### src/hw/imsc_regs.svh
// Register offsets, field positions, reset values and timing counts
`ifndef IMSC_REGS_SVH
`define IMSC_REGS_SVH
`define IMSC_OFF_MUX 8'h17
`define IMSC_OFF_CHAN 8'h18
`define IMSC_OFF_CTRL 8'h19
`define IMSC_OFF_STAT 8'h1a
`define IMSC_MUX_RST 24'h300040
`define IMSC_CHAN_RST 24'h200000
`define IMSC_MUX_WMASK 24'h3f3f73
`define IMSC_NOM_LSB 8
`define IMSC_EN_BIT 11
`define IMSC_MOD_LSB 4
`define IMSC_FSEL_LSB 0
`define IMSC_CHAN_RATE 23
`define IMSC_CHAN_ANALOG_HIGHPASS_SELECT 20
`define IMSC_CHAN_XBIAS 19
`define IMSC_CHAN_LN 18
`define IMSC_CHAN_GAIN 16
`define IMSC_CHAN_DIGITAL_HIGHPASS_SELECT 14
`define IMSC_CHAN_DIGITAL_LOWPASS_SELECT 12
`define IMSC_CHAN_FCG 8
`define IMSC_CHAN_MON 7
`define IMSC_CHAN_MAG 4
`define IMSC_CHAN_PH 0
`define IMSC_CTRL_MSEL 0
`define IMSC_CTRL_SYNC 4
`define IMSC_CLK_HZ 25000000
`define IMSC_EXP0 13
`endif

### src/hw/imsc_pkg.sv
// Types for the impedance self-test configuration block
package imsc_pkg;
  typedef enum logic [1:0] {IMSC_M32768, IMSC_M32000A, IMSC_M32000B, IMSC_M31968} imsc_msel_e;
  typedef logic [23:0] imsc_word_t;
endpackage

### src/hw/imsc_top.sv
// Impedance self-test and channel configuration register bank
`timescale 1ns/1ps
`default_nettype none
`include "imsc_regs.svh"
module imsc_top
  import imsc_pkg::*;
#(
  parameter int CLK_HZ = `IMSC_CLK_HZ
) (
  input wire logic clk_i,
  input wire logic rst_i,
  input wire logic wb_cyc_i,
  input wire logic wb_stb_i,
  input wire logic wb_we_i,
  input wire logic [7:0] wb_adr_i,
  input wire logic [3:0] wb_sel_i,
  input wire logic [31:0] wb_dat_i,
  output logic [31:0] wb_dat_o,
  output logic wb_ack_o,
  output logic [2:0] nominal_load_select_o,
  output logic [2:0] modulation_switches_o,
  output logic cal_source_frequency_o,
  output logic selftest_enable_o,
  output logic drive_isolation_open_o,
  output logic drive_to_input_engage_o,
  output logic input_bias_apply_o,
  output logic [23:0] channel_config_o,
  output logic config_changed_o,
  output logic resync_command_o
);
  imsc_word_t mux_cfg;
  imsc_word_t next_mux_cfg;
  imsc_word_t chan_cfg;
  imsc_word_t next_chan_cfg;
  logic [1:0] msel;
  logic [1:0] next_msel;
  logic ack;
  logic next_ack;
  logic [31:0] next_dat;
  logic next_changed;
  logic next_resync;
  logic tick;
  logic [18:0] div_cnt;
  logic [18:0] next_div_cnt;
  logic wave;
  logic next_wave;
  logic [1:0] fsel_act;
  logic [1:0] next_fsel_act;
  logic [4:0] half_exp;
  logic [18:0] half_last;
  logic req;
  logic [31:0] wmask;

  // Master clock ticks at the selected base rate
  imsc_tick_gen #(.CLK_HZ(CLK_HZ)) u_tick (
    .clk_i(clk_i),
    .rst_i(rst_i),
    .master_clock_select_i(msel),
    .tick_o(tick)
  );

  assign req = wb_cyc_i && wb_stb_i && !ack;
  assign wmask = {{8{wb_sel_i[3]}}, {8{wb_sel_i[2]}}, {8{wb_sel_i[1]}}, {8{wb_sel_i[0]}}};

  // Wishbone decode, register writes and read mux
  always_comb begin
    next_mux_cfg = mux_cfg;
    next_chan_cfg = chan_cfg;
    next_msel = msel;
    next_ack = req;
    next_dat = 32'h0;
    next_changed = 1'b0;
    next_resync = 1'b0;
    if (req) begin
      unique case (wb_adr_i)
        `IMSC_OFF_MUX: begin
          next_dat = {8'h0, mux_cfg};
          if (wb_we_i) begin
            next_mux_cfg = (mux_cfg & ~(wmask[23:0] & `IMSC_MUX_WMASK))
                         | (wb_dat_i[23:0] & wmask[23:0] & `IMSC_MUX_WMASK);
          end
        end
        `IMSC_OFF_CHAN: begin
          next_dat = {8'h0, chan_cfg};
          if (wb_we_i) begin
            next_chan_cfg = (chan_cfg & ~wmask[23:0]) | (wb_dat_i[23:0] & wmask[23:0]);
            next_changed = 1'b1;
          end
        end
        `IMSC_OFF_CTRL: begin
          next_dat = {30'h0, msel};
          if (wb_we_i && wb_sel_i[0]) begin
            next_msel = wb_dat_i[`IMSC_CTRL_MSEL +: 2];
            next_resync = wb_dat_i[`IMSC_CTRL_SYNC];
          end
        end
        `IMSC_OFF_STAT: next_dat = {29'h0, fsel_act, wave};
        default: next_dat = 32'h0;
      endcase
    end
  end

  always_ff @(posedge clk_i) begin
    if (rst_i) begin
      mux_cfg <= `IMSC_MUX_RST;
      chan_cfg <= `IMSC_CHAN_RST;
      msel <= 2'h0;
      ack <= 1'b0;
      wb_dat_o <= 32'h0;
      config_changed_o <= 1'b0;
      resync_command_o <= 1'b0;
    end else begin
      mux_cfg <= next_mux_cfg;
      chan_cfg <= next_chan_cfg;
      msel <= next_msel;
      ack <= next_ack;
      wb_dat_o <= next_dat;
      config_changed_o <= next_changed;
      resync_command_o <= next_resync;
    end
  end

  assign wb_ack_o = ack;

  // Half period is 2^(n-1) ticks for a division by 2^n
  assign half_exp = 5'(`IMSC_EXP0 - 1) + {2'h0, fsel_act, 1'b0};
  assign half_last = 19'((32'h1 << half_exp) - 32'h1);

  // Square wave divider; selection only latched on resync or at a period boundary
  always_comb begin
    next_div_cnt = div_cnt;
    next_wave = wave;
    next_fsel_act = fsel_act;
    if (resync_command_o) begin
      next_div_cnt = 19'h0;
      next_wave = 1'b0;
      next_fsel_act = mux_cfg[`IMSC_FSEL_LSB +: 2];
    end else if (tick) begin
      if (div_cnt == half_last) begin
        next_div_cnt = 19'h0;
        next_wave = !wave;
        if (wave) begin
          next_fsel_act = mux_cfg[`IMSC_FSEL_LSB +: 2];
        end
      end else begin
        next_div_cnt = div_cnt + 19'h1;
      end
    end
  end

  always_ff @(posedge clk_i) begin
    if (rst_i) begin
      div_cnt <= 19'h0;
      wave <= 1'b0;
      fsel_act <= 2'h0;
    end else begin
      div_cnt <= next_div_cnt;
      wave <= next_wave;
      fsel_act <= next_fsel_act;
    end
  end

  // Analogue switch controls
  always_comb begin
    nominal_load_select_o = mux_cfg[`IMSC_NOM_LSB +: 3];
    selftest_enable_o = mux_cfg[`IMSC_EN_BIT];
    drive_isolation_open_o = selftest_enable_o;
    drive_to_input_engage_o = selftest_enable_o;
    input_bias_apply_o = selftest_enable_o;
    modulation_switches_o = 3'h0;
    if (selftest_enable_o && !mux_cfg[`IMSC_MOD_LSB + 2] && wave) begin
      modulation_switches_o = 3'h1 << mux_cfg[`IMSC_MOD_LSB +: 2];
    end
    cal_source_frequency_o = wave;
    channel_config_o = chan_cfg;
  end

  // Checks
  a_mux_reset: assert property (@(posedge clk_i) $fell(rst_i) |->
    mux_cfg == `IMSC_MUX_RST) else $error("mux reset value wrong");
  a_mod_open: assert property (@(posedge clk_i) disable iff (rst_i)
    mux_cfg[6] |-> modulation_switches_o == 3'h0) else $error("mod switch closed");
  a_depth_reset: assert property (@(posedge clk_i) $fell(rst_i) |->
    mux_cfg[6:4] == 3'h4) else $error("depth reset wrong");
  a_fsel_reset: assert property (@(posedge clk_i) $fell(rst_i) |->
    mux_cfg[1:0] == 2'h0) else $error("freq select reset wrong");
  a_wave_half: assert property (@(posedge clk_i) disable iff (rst_i || resync_command_o)
    tick && div_cnt == half_last |=> $changed(wave)) else $error("wave not toggled");
  a_wave_hold: assert property (@(posedge clk_i) disable iff (rst_i || resync_command_o)
    !tick |=> $stable(wave)) else $error("wave glitch");
  a_chan_write: assert property (@(posedge clk_i) disable iff (rst_i)
    req && wb_we_i && wb_adr_i == `IMSC_OFF_CHAN && wb_sel_i == 4'hf
    |=> chan_cfg == $past(wb_dat_i[23:0]) && config_changed_o) else $error("chan write");
  a_resync_clear: assert property (@(posedge clk_i) disable iff (rst_i)
    resync_command_o |=> div_cnt == 19'h0 && !wave) else $error("resync failed");
  a_st_gate: assert property (@(posedge clk_i) disable iff (rst_i)
    drive_isolation_open_o == mux_cfg[11] && input_bias_apply_o == mux_cfg[11])
    else $error("self-test gate");
  a_div_range: assert property (@(posedge clk_i) disable iff (rst_i)
    div_cnt <= half_last) else $error("divider overrun");
  a_ack_drop: assert property (@(posedge clk_i) disable iff (rst_i)
    wb_ack_o |=> !wb_ack_o) else $error("ack held");
  c_wave_rise: cover property (@(posedge clk_i) disable iff (rst_i) $rose(wave));
  c_mod_active: cover property (@(posedge clk_i) disable iff (rst_i) modulation_switches_o != 3'h0);
  c_resync: cover property (@(posedge clk_i) disable iff (rst_i) resync_command_o);
  c_chan_wr: cover property (@(posedge clk_i) disable iff (rst_i) config_changed_o);
  c_fsel_slow: cover property (@(posedge clk_i) disable iff (rst_i) fsel_act != 2'h0);

  // Bus answer timing: ack follows a taken request by exactly one cycle.
  // A master that holds stb after ack gets no ack in the next cycle, because
  // the request term masks itself while ack stands; a cycle later it is taken again.
  a_ack_follow: assert property (@(posedge clk_i) disable iff (rst_i)
    req |=> wb_ack_o)
    else $error("ack missing after request");
  a_ack_spurious: assert property (@(posedge clk_i) disable iff (rst_i)
    !req |=> !wb_ack_o)
    else $error("ack without request");
  a_dat_upper: assert property (@(posedge clk_i) disable iff (rst_i)
    wb_dat_o[31:24] == 8'h0)
    else $error("read data upper byte set");
  a_idle_dat: assert property (@(posedge clk_i) disable iff (rst_i)
    !req |=> wb_dat_o == 32'h0)
    else $error("read data not cleared");

  // Read paths return the register as it stood when the request was taken
  a_read_mux: assert property (@(posedge clk_i) disable iff (rst_i)
    req && !wb_we_i && wb_adr_i == `IMSC_OFF_MUX |=> wb_dat_o == {8'h0, $past(mux_cfg)})
    else $error("mux read data wrong");
  a_read_chan: assert property (@(posedge clk_i) disable iff (rst_i)
    req && !wb_we_i && wb_adr_i == `IMSC_OFF_CHAN |=> wb_dat_o == {8'h0, $past(chan_cfg)})
    else $error("chan read data wrong");
  a_read_unmapped: assert property (@(posedge clk_i) disable iff (rst_i)
    req && (wb_adr_i < `IMSC_OFF_MUX || wb_adr_i > `IMSC_OFF_STAT) |=> wb_dat_o == 32'h0)
    else $error("unmapped read not zero");

  // Register writes land only when addressed, and only in writable bits
  a_mux_write: assert property (@(posedge clk_i) disable iff (rst_i)
    req && wb_we_i && wb_adr_i == `IMSC_OFF_MUX && wb_sel_i == 4'hf
    |=> mux_cfg == ($past(wb_dat_i[23:0]) & `IMSC_MUX_WMASK))
    else $error("mux write wrong");
  a_mux_hold: assert property (@(posedge clk_i) disable iff (rst_i)
    !(req && wb_we_i && wb_adr_i == `IMSC_OFF_MUX) |=> $stable(mux_cfg))
    else $error("mux changed without write");
  a_mux_unused: assert property (@(posedge clk_i) disable iff (rst_i)
    (mux_cfg & ~`IMSC_MUX_WMASK) == 24'h0)
    else $error("unused mux bit set");
  a_chan_hold: assert property (@(posedge clk_i) disable iff (rst_i)
    !(req && wb_we_i && wb_adr_i == `IMSC_OFF_CHAN) |=> $stable(chan_cfg))
    else $error("chan changed without write");
  a_msel_hold: assert property (@(posedge clk_i) disable iff (rst_i)
    !(req && wb_we_i && wb_adr_i == `IMSC_OFF_CTRL) |=> $stable(msel))
    else $error("master select changed");

  // Change flag and resync pulse both stand with the ack of their write
  a_changed_src: assert property (@(posedge clk_i) disable iff (rst_i)
    config_changed_o |-> $past(req && wb_we_i && wb_adr_i == `IMSC_OFF_CHAN))
    else $error("change flag without write");
  a_changed_ack: assert property (@(posedge clk_i) disable iff (rst_i)
    config_changed_o |-> wb_ack_o)
    else $error("change flag off ack");
  a_resync_ack: assert property (@(posedge clk_i) disable iff (rst_i)
    resync_command_o |-> wb_ack_o)
    else $error("resync off ack");
  a_resync_src: assert property (@(posedge clk_i) disable iff (rst_i)
    resync_command_o |-> $past(req && wb_we_i && wb_adr_i == `IMSC_OFF_CTRL && wb_dat_i[4]))
    else $error("resync without command");

  // Frequency selection is adopted only at resync or a falling wave edge,
  // so a new rate never cuts a half period short
  a_fsel_adopt: assert property (@(posedge clk_i) disable iff (rst_i)
    resync_command_o |=> fsel_act == $past(mux_cfg[1:0]))
    else $error("resync did not adopt rate");
  a_fsel_steady: assert property (@(posedge clk_i) disable iff (rst_i)
    !resync_command_o && !(tick && div_cnt == half_last && wave) |=> $stable(fsel_act))
    else $error("rate changed mid period");

  // Half period lengths for the four rates
  a_half_sel0: assert property (@(posedge clk_i) disable iff (rst_i)
    fsel_act == 2'h0 |-> half_last == 19'd4095)
    else $error("half period sel 0");
  a_half_sel1: assert property (@(posedge clk_i) disable iff (rst_i)
    fsel_act == 2'h1 |-> half_last == 19'd16383)
    else $error("half period sel 1");
  a_half_sel2: assert property (@(posedge clk_i) disable iff (rst_i)
    fsel_act == 2'h2 |-> half_last == 19'd65535)
    else $error("half period sel 2");
  a_half_sel3: assert property (@(posedge clk_i) disable iff (rst_i)
    fsel_act == 2'h3 |-> half_last == 19'd262143)
    else $error("half period sel 3");

  // Divider advances once per master tick and otherwise holds
  a_cnt_step: assert property (@(posedge clk_i) disable iff (rst_i || resync_command_o)
    tick && div_cnt != half_last |=> div_cnt == $past(div_cnt) + 19'h1)
    else $error("divider step wrong");
  a_cnt_idle: assert property (@(posedge clk_i) disable iff (rst_i || resync_command_o)
    !tick |=> $stable(div_cnt))
    else $error("divider moved without tick");
  a_cal_out: assert property (@(posedge clk_i) disable iff (rst_i)
    cal_source_frequency_o == wave)
    else $error("cal output differs from wave");

  // Switch outputs: at most one modulation switch, gated by enable and wave
  a_mod_onehot: assert property (@(posedge clk_i) disable iff (rst_i)
    $onehot0(modulation_switches_o))
    else $error("several mod switches closed");
  a_mod_gate: assert property (@(posedge clk_i) disable iff (rst_i)
    !selftest_enable_o |-> modulation_switches_o == 3'h0)
    else $error("mod switch closed while disabled");
  a_mod_code0: assert property (@(posedge clk_i) disable iff (rst_i)
    selftest_enable_o && wave && mux_cfg[6:4] == 3'h0 |-> modulation_switches_o == 3'h1)
    else $error("depth 0 switch wrong");
  a_mod_code1: assert property (@(posedge clk_i) disable iff (rst_i)
    selftest_enable_o && wave && mux_cfg[6:4] == 3'h1 |-> modulation_switches_o == 3'h2)
    else $error("depth 1 switch wrong");
  a_mod_code2: assert property (@(posedge clk_i) disable iff (rst_i)
    selftest_enable_o && wave && mux_cfg[6:4] == 3'h2 |-> modulation_switches_o == 3'h4)
    else $error("depth 2 switch wrong");
  a_nom_follow: assert property (@(posedge clk_i) disable iff (rst_i)
    nominal_load_select_o == mux_cfg[10:8])
    else $error("nominal load output wrong");
  a_engage_gate: assert property (@(posedge clk_i) disable iff (rst_i)
    drive_to_input_engage_o == mux_cfg[11])
    else $error("drive to input gate wrong");
  a_chan_out: assert property (@(posedge clk_i) disable iff (rst_i)
    channel_config_o == chan_cfg)
    else $error("channel config output wrong");
endmodule
`default_nettype wire

### src/hw/imsc_tick_gen.sv
// Master clock tick generator: fractional accumulator producing one-cycle enables
`timescale 1ns/1ps
`default_nettype none
`include "imsc_regs.svh"
module imsc_tick_gen
  import imsc_pkg::*;
#(
  parameter int CLK_HZ = `IMSC_CLK_HZ
) (
  input wire logic clk_i,
  input wire logic rst_i,
  input wire logic [1:0] master_clock_select_i,
  output logic tick_o
);
  logic [31:0] acc;
  logic [31:0] next_acc;
  logic [31:0] step;
  logic next_tick;

  // Base frequency per master clock selection
  always_comb begin
    unique case (imsc_msel_e'(master_clock_select_i))
      IMSC_M32768: step = 32'd32768;
      IMSC_M32000A: step = 32'd32000;
      IMSC_M32000B: step = 32'd32000;
      IMSC_M31968: step = 32'd31968;
    endcase
  end

  // Accumulate base rate, wrap at system clock rate
  always_comb begin
    next_tick = 1'b0;
    next_acc = acc + step;
    if (next_acc >= 32'(CLK_HZ)) begin
      next_acc = next_acc - 32'(CLK_HZ);
      next_tick = 1'b1;
    end
  end

  always_ff @(posedge clk_i) begin
    if (rst_i) begin
      acc <= 32'h0;
      tick_o <= 1'b0;
    end else begin
      acc <= next_acc;
      tick_o <= next_tick;
    end
  end
endmodule
`default_nettype wire

### config.mk
export PLATFORM = sky130hd
export DESIGN_NAME = imsc_top
export DESIGN_NICKNAME = d
export VERILOG_FILES = /design/src/hw/imsc_pkg.sv /design/src/hw/imsc_top.sv /design/src/hw/imsc_tick_gen.sv
export VERILOG_INCLUDE_DIRS = /design/src /design/src/hw
export SDC_FILE = /design/constraint.sdc
export NUM_CORES = 1
export LEC_CHECK = 0
export BUFFER_PORTS_ARGS = -buffer_cell sky130_fd_sc_hd__buf_2
export CAP_MARGIN = 10
export CELL_PAD_IN_SITES_DETAIL_PLACEMENT = 1
export CELL_PAD_IN_SITES_GLOBAL_PLACEMENT = 1
export CORE_MARGIN = 1.5
export CORE_UTILIZATION = 44
export DETAILED_ROUTE_END_ITERATION = 10
export PLACE_DENSITY_LB_ADDON = 0.1
export SYNTH_ARGS = -nofsm -noshare
export SYNTH_HDL_FRONTEND = slang
export SYNTH_SLANG_ARGS = --single-unit
### constraint.sdc
create_clock -name clk_i -period 10 [get_ports clk_i]
set_input_delay 2 -clock clk_i [delete_from_list [all_inputs] [get_ports clk_i]]
set_output_delay 2 -clock clk_i [all_outputs]
set_load 0.03 [all_outputs]
==> results.yml <==
synthesis:
  async_flop_share_pct: 0
  synth_top_family_by_area: "simple AND/OR/NAND/NOR gates"
  syn_area_um2: 6163
  synth_edf_count: 0
  synth_compound_area_share_pct: 16.00
  syn-instance-count: 741
  yosysTopAreaCell: "dfxtp_1"
  avgSynthCellArea_um2: 8.318
  ys_ff_latch: 120
  synthAdderAreaFrac_pct: 3.045
  yosysUniqueCellTypes: 67
  yosysSeqAreaShare_pct: 38.98
  synth_area_leaders: "dfxtp_1 39%, nor2_1 5.7%, nand2_1 4.2%"
  post-synth-top-count-cell: "dfxtp_1"
  synth_commonest_cells: "120 x dfxtp_1, 93 x nor2_1, 69 x nand2_1, 48 x nand3_1, 46 x a21oi_1"
  synth_top_area_share_pct: 38.98
  synth-main-ff-cell: "dfxtp_1"
  synth-simple-area-share_pct: 26.31
  synthMuxAreaShare_pct: 4.608
  synth_xor_area_share_pct: 6.090
  yosys_warnings: 0
cells_and_area:
  diodes: 0
  finalNetCount: 891
  area_growth_syn_to_layout_pct: 18.74
  drive_above_1_share_pct: 17.16
global_route:
  grt_pass1_vias: 5855
  overflow: 0
  grt_max_degree: 72
  grt_usage_pct: 24.82
  grt_first_pass_wirelength_um: 29000
  antenna_found_initial: 0
sta:
  max_freq_ghz: 0.2048
  rsz0062_at_grt: "false"
  setup_viol: 0
  worstMarginPinSlew_ps: 857.1
  fin_ws_ps: 5118
  fin_worst_skew_ps: 8.964
  final-max-slew-violation-count: 0
  relSlewSlack_pct: 42.86
  hold_viol: 0
  post-route-period-util_pct: 48.82
  fin_tns_setup_ps: 0
  period_minus_slack_ps: 4882
run:
  maxCapViolations: 0
drt:
  routed_via_density: 5.715
  wl_per_cell_um: 17.73
  finalWirelength_um: 18060
  initialDrtViolationCount: 270
  drtAntennaViolNets: 0
  drc: 0
  drt_first_pass_iters: 4
  vias: 5824
pwr:
  power_density_nw_per_um2: 229.1
  leakage_uw: 0.003013
  ir_drop_uv: 164.8
placed_design:
  pre_cts_slack_ps: 5210
  io_buffer_count: 101
  place_congestion: 0.8742
  detailed_place_hpwl_um: 12750
cts:
  cts_sinks: 120
  ctsHoldBuffers: 0
  insertion_delay_ps: 410
  clock_path_buffers: 2
  post-cts-setup-buffers: 0
  ctsRootBufferMaster: "clkbuf_16"
  cts-resized-gates: 0
  cts_tree: "done"
  numCtsBuffers: 17
  htreeDepth: 4
  clk_pin_slew_ps: 50
setup_path:
  cp.required_ps: 10300
  critPathMaxFanout: 37
  critPathLaunchType: "flip-flop"
  crit_type: "reg2reg"
  end_kind: "flip-flop"
  arrival_ps: 5180
floorplanning:
  rows: 43
  ios: 119
  core_area_um2: 13770
  die_h_um: 121.4
  die_w_um: 121.4
  dieArea_um2: 14730
  initial_core_util_pct: 44.75
min_path:
  min_path_type: "reg2reg"
outcome:
  status: "complete, no violations"
## logic make-up after synthesis
kind of cell	Yosys count
simple gates	327
other cells	1
buf+inv	62
fa+ha+maj	15
compound gates	146
flops	120
xor+xnor	42
mux	28
## per-stage QoR
stage / power [uW] / area [um^2] / hold slack, ps / std cells / utilization (%)
after floorplan: 949.6 / 6190 / 445.5 / 748 / -
after global placement: 1025 / 6719 / 452.4 / 988 / 48.78
after detailed placement: 1053 / 6719 / 463.1 / 988 / 48.78
after CTS: 1688 / 7318 / 471.2 / 1019 / 53.13
after global routing: 1771 / 7318 / 488.2 / 1019 / 53.13
final: 1676 / 7318 / 469.1 / 1019 / 53.13
## path summary, 6_finish.rpt
| path | startpoint | endpoint | slack, ps | cells after the start |
|---|---|---|---|---|
| max | msel[0] | u_tick.acc[30] | 5120 | 13 |
| min | flip-flop | flip-flop | 470 | 2 |
| max reg2reg | msel[0] | u_tick.acc[30] | 5120 | 13 |
| min reg2reg | flip-flop | flip-flop | 470 | 2 |
## power by group
group	total [uW]	leakage [uW]	switching [uW]	internal, uW
sequential	581	0.000972	57.3	524
clock	628	0.000283	218	410
combinational	467	0.00176	282	186
total	1680	0.00301	557	1120
## layer usage
layer / share of wire (%) / wire length (um) / up-vias / track usage, %
met1: 43 / 7704 / 2880 / 29.34
met2: 52 / 9407 / 116 / 44.35
li1: - / - / 2803 / -
met4: 2.0 / 363 / 0 / 9.118
met3: 3.2 / 587 / 25 / 4.746
met5: 0 / 0 / - / 0
## area by class of cell
| class | instances | area [um^2] |
|---|---|---|
| inverters | 15 | 56.30 |
| multi-input cells | 566 | 3485 |
| flip-flops and latches | 120 | 2402 |
| clock inverters | 7 | 117.6 |
| repair buffers | 107 | 550.5 |
| well taps | 180 | 225.2 |
| fillers | 1697 | 6455 |
| clock buffers | 24 | 481.7 |
## worst max-delay path, cell delays in order (launching register included)
cell and delay [ps]:
dfxtp_1 400, inv_1 70, ha_1 310, ha_1 400
a31oi_1 580, o31ai_4 250, a211oi_2 570, o31ai_1 200
a222oi_1 430, and4bb_1 450, a211oi_4 100, buf_4 280
nor4_1 370, mux2_2 370
## placed cells by master, fill, tap and decap left out, types with 6 or more instances in the layout
master	instances
a211oi_1	6
a21oi_1	46
a22oi_1	15
a31oi_1	9
and2_1	14
and3_1	8
buf_2	101
buf_4	6
clkbuf_16	17
conb_1	8
dfxtp_1	120
ha_1	15
inv_1	14
mux2i_1	25
nand2_1	69
nand2b_1	6
nand3_1	48
nand4_1	13
nor2_1	93
nor3_1	23
nor3b_1	7
nor4_1	6
o21ai_0	18
o31ai_1	9
or3_1	8
or4_1	6
xnor2_1	23
xor2_1	18
(Power assumes the default switching activity.)
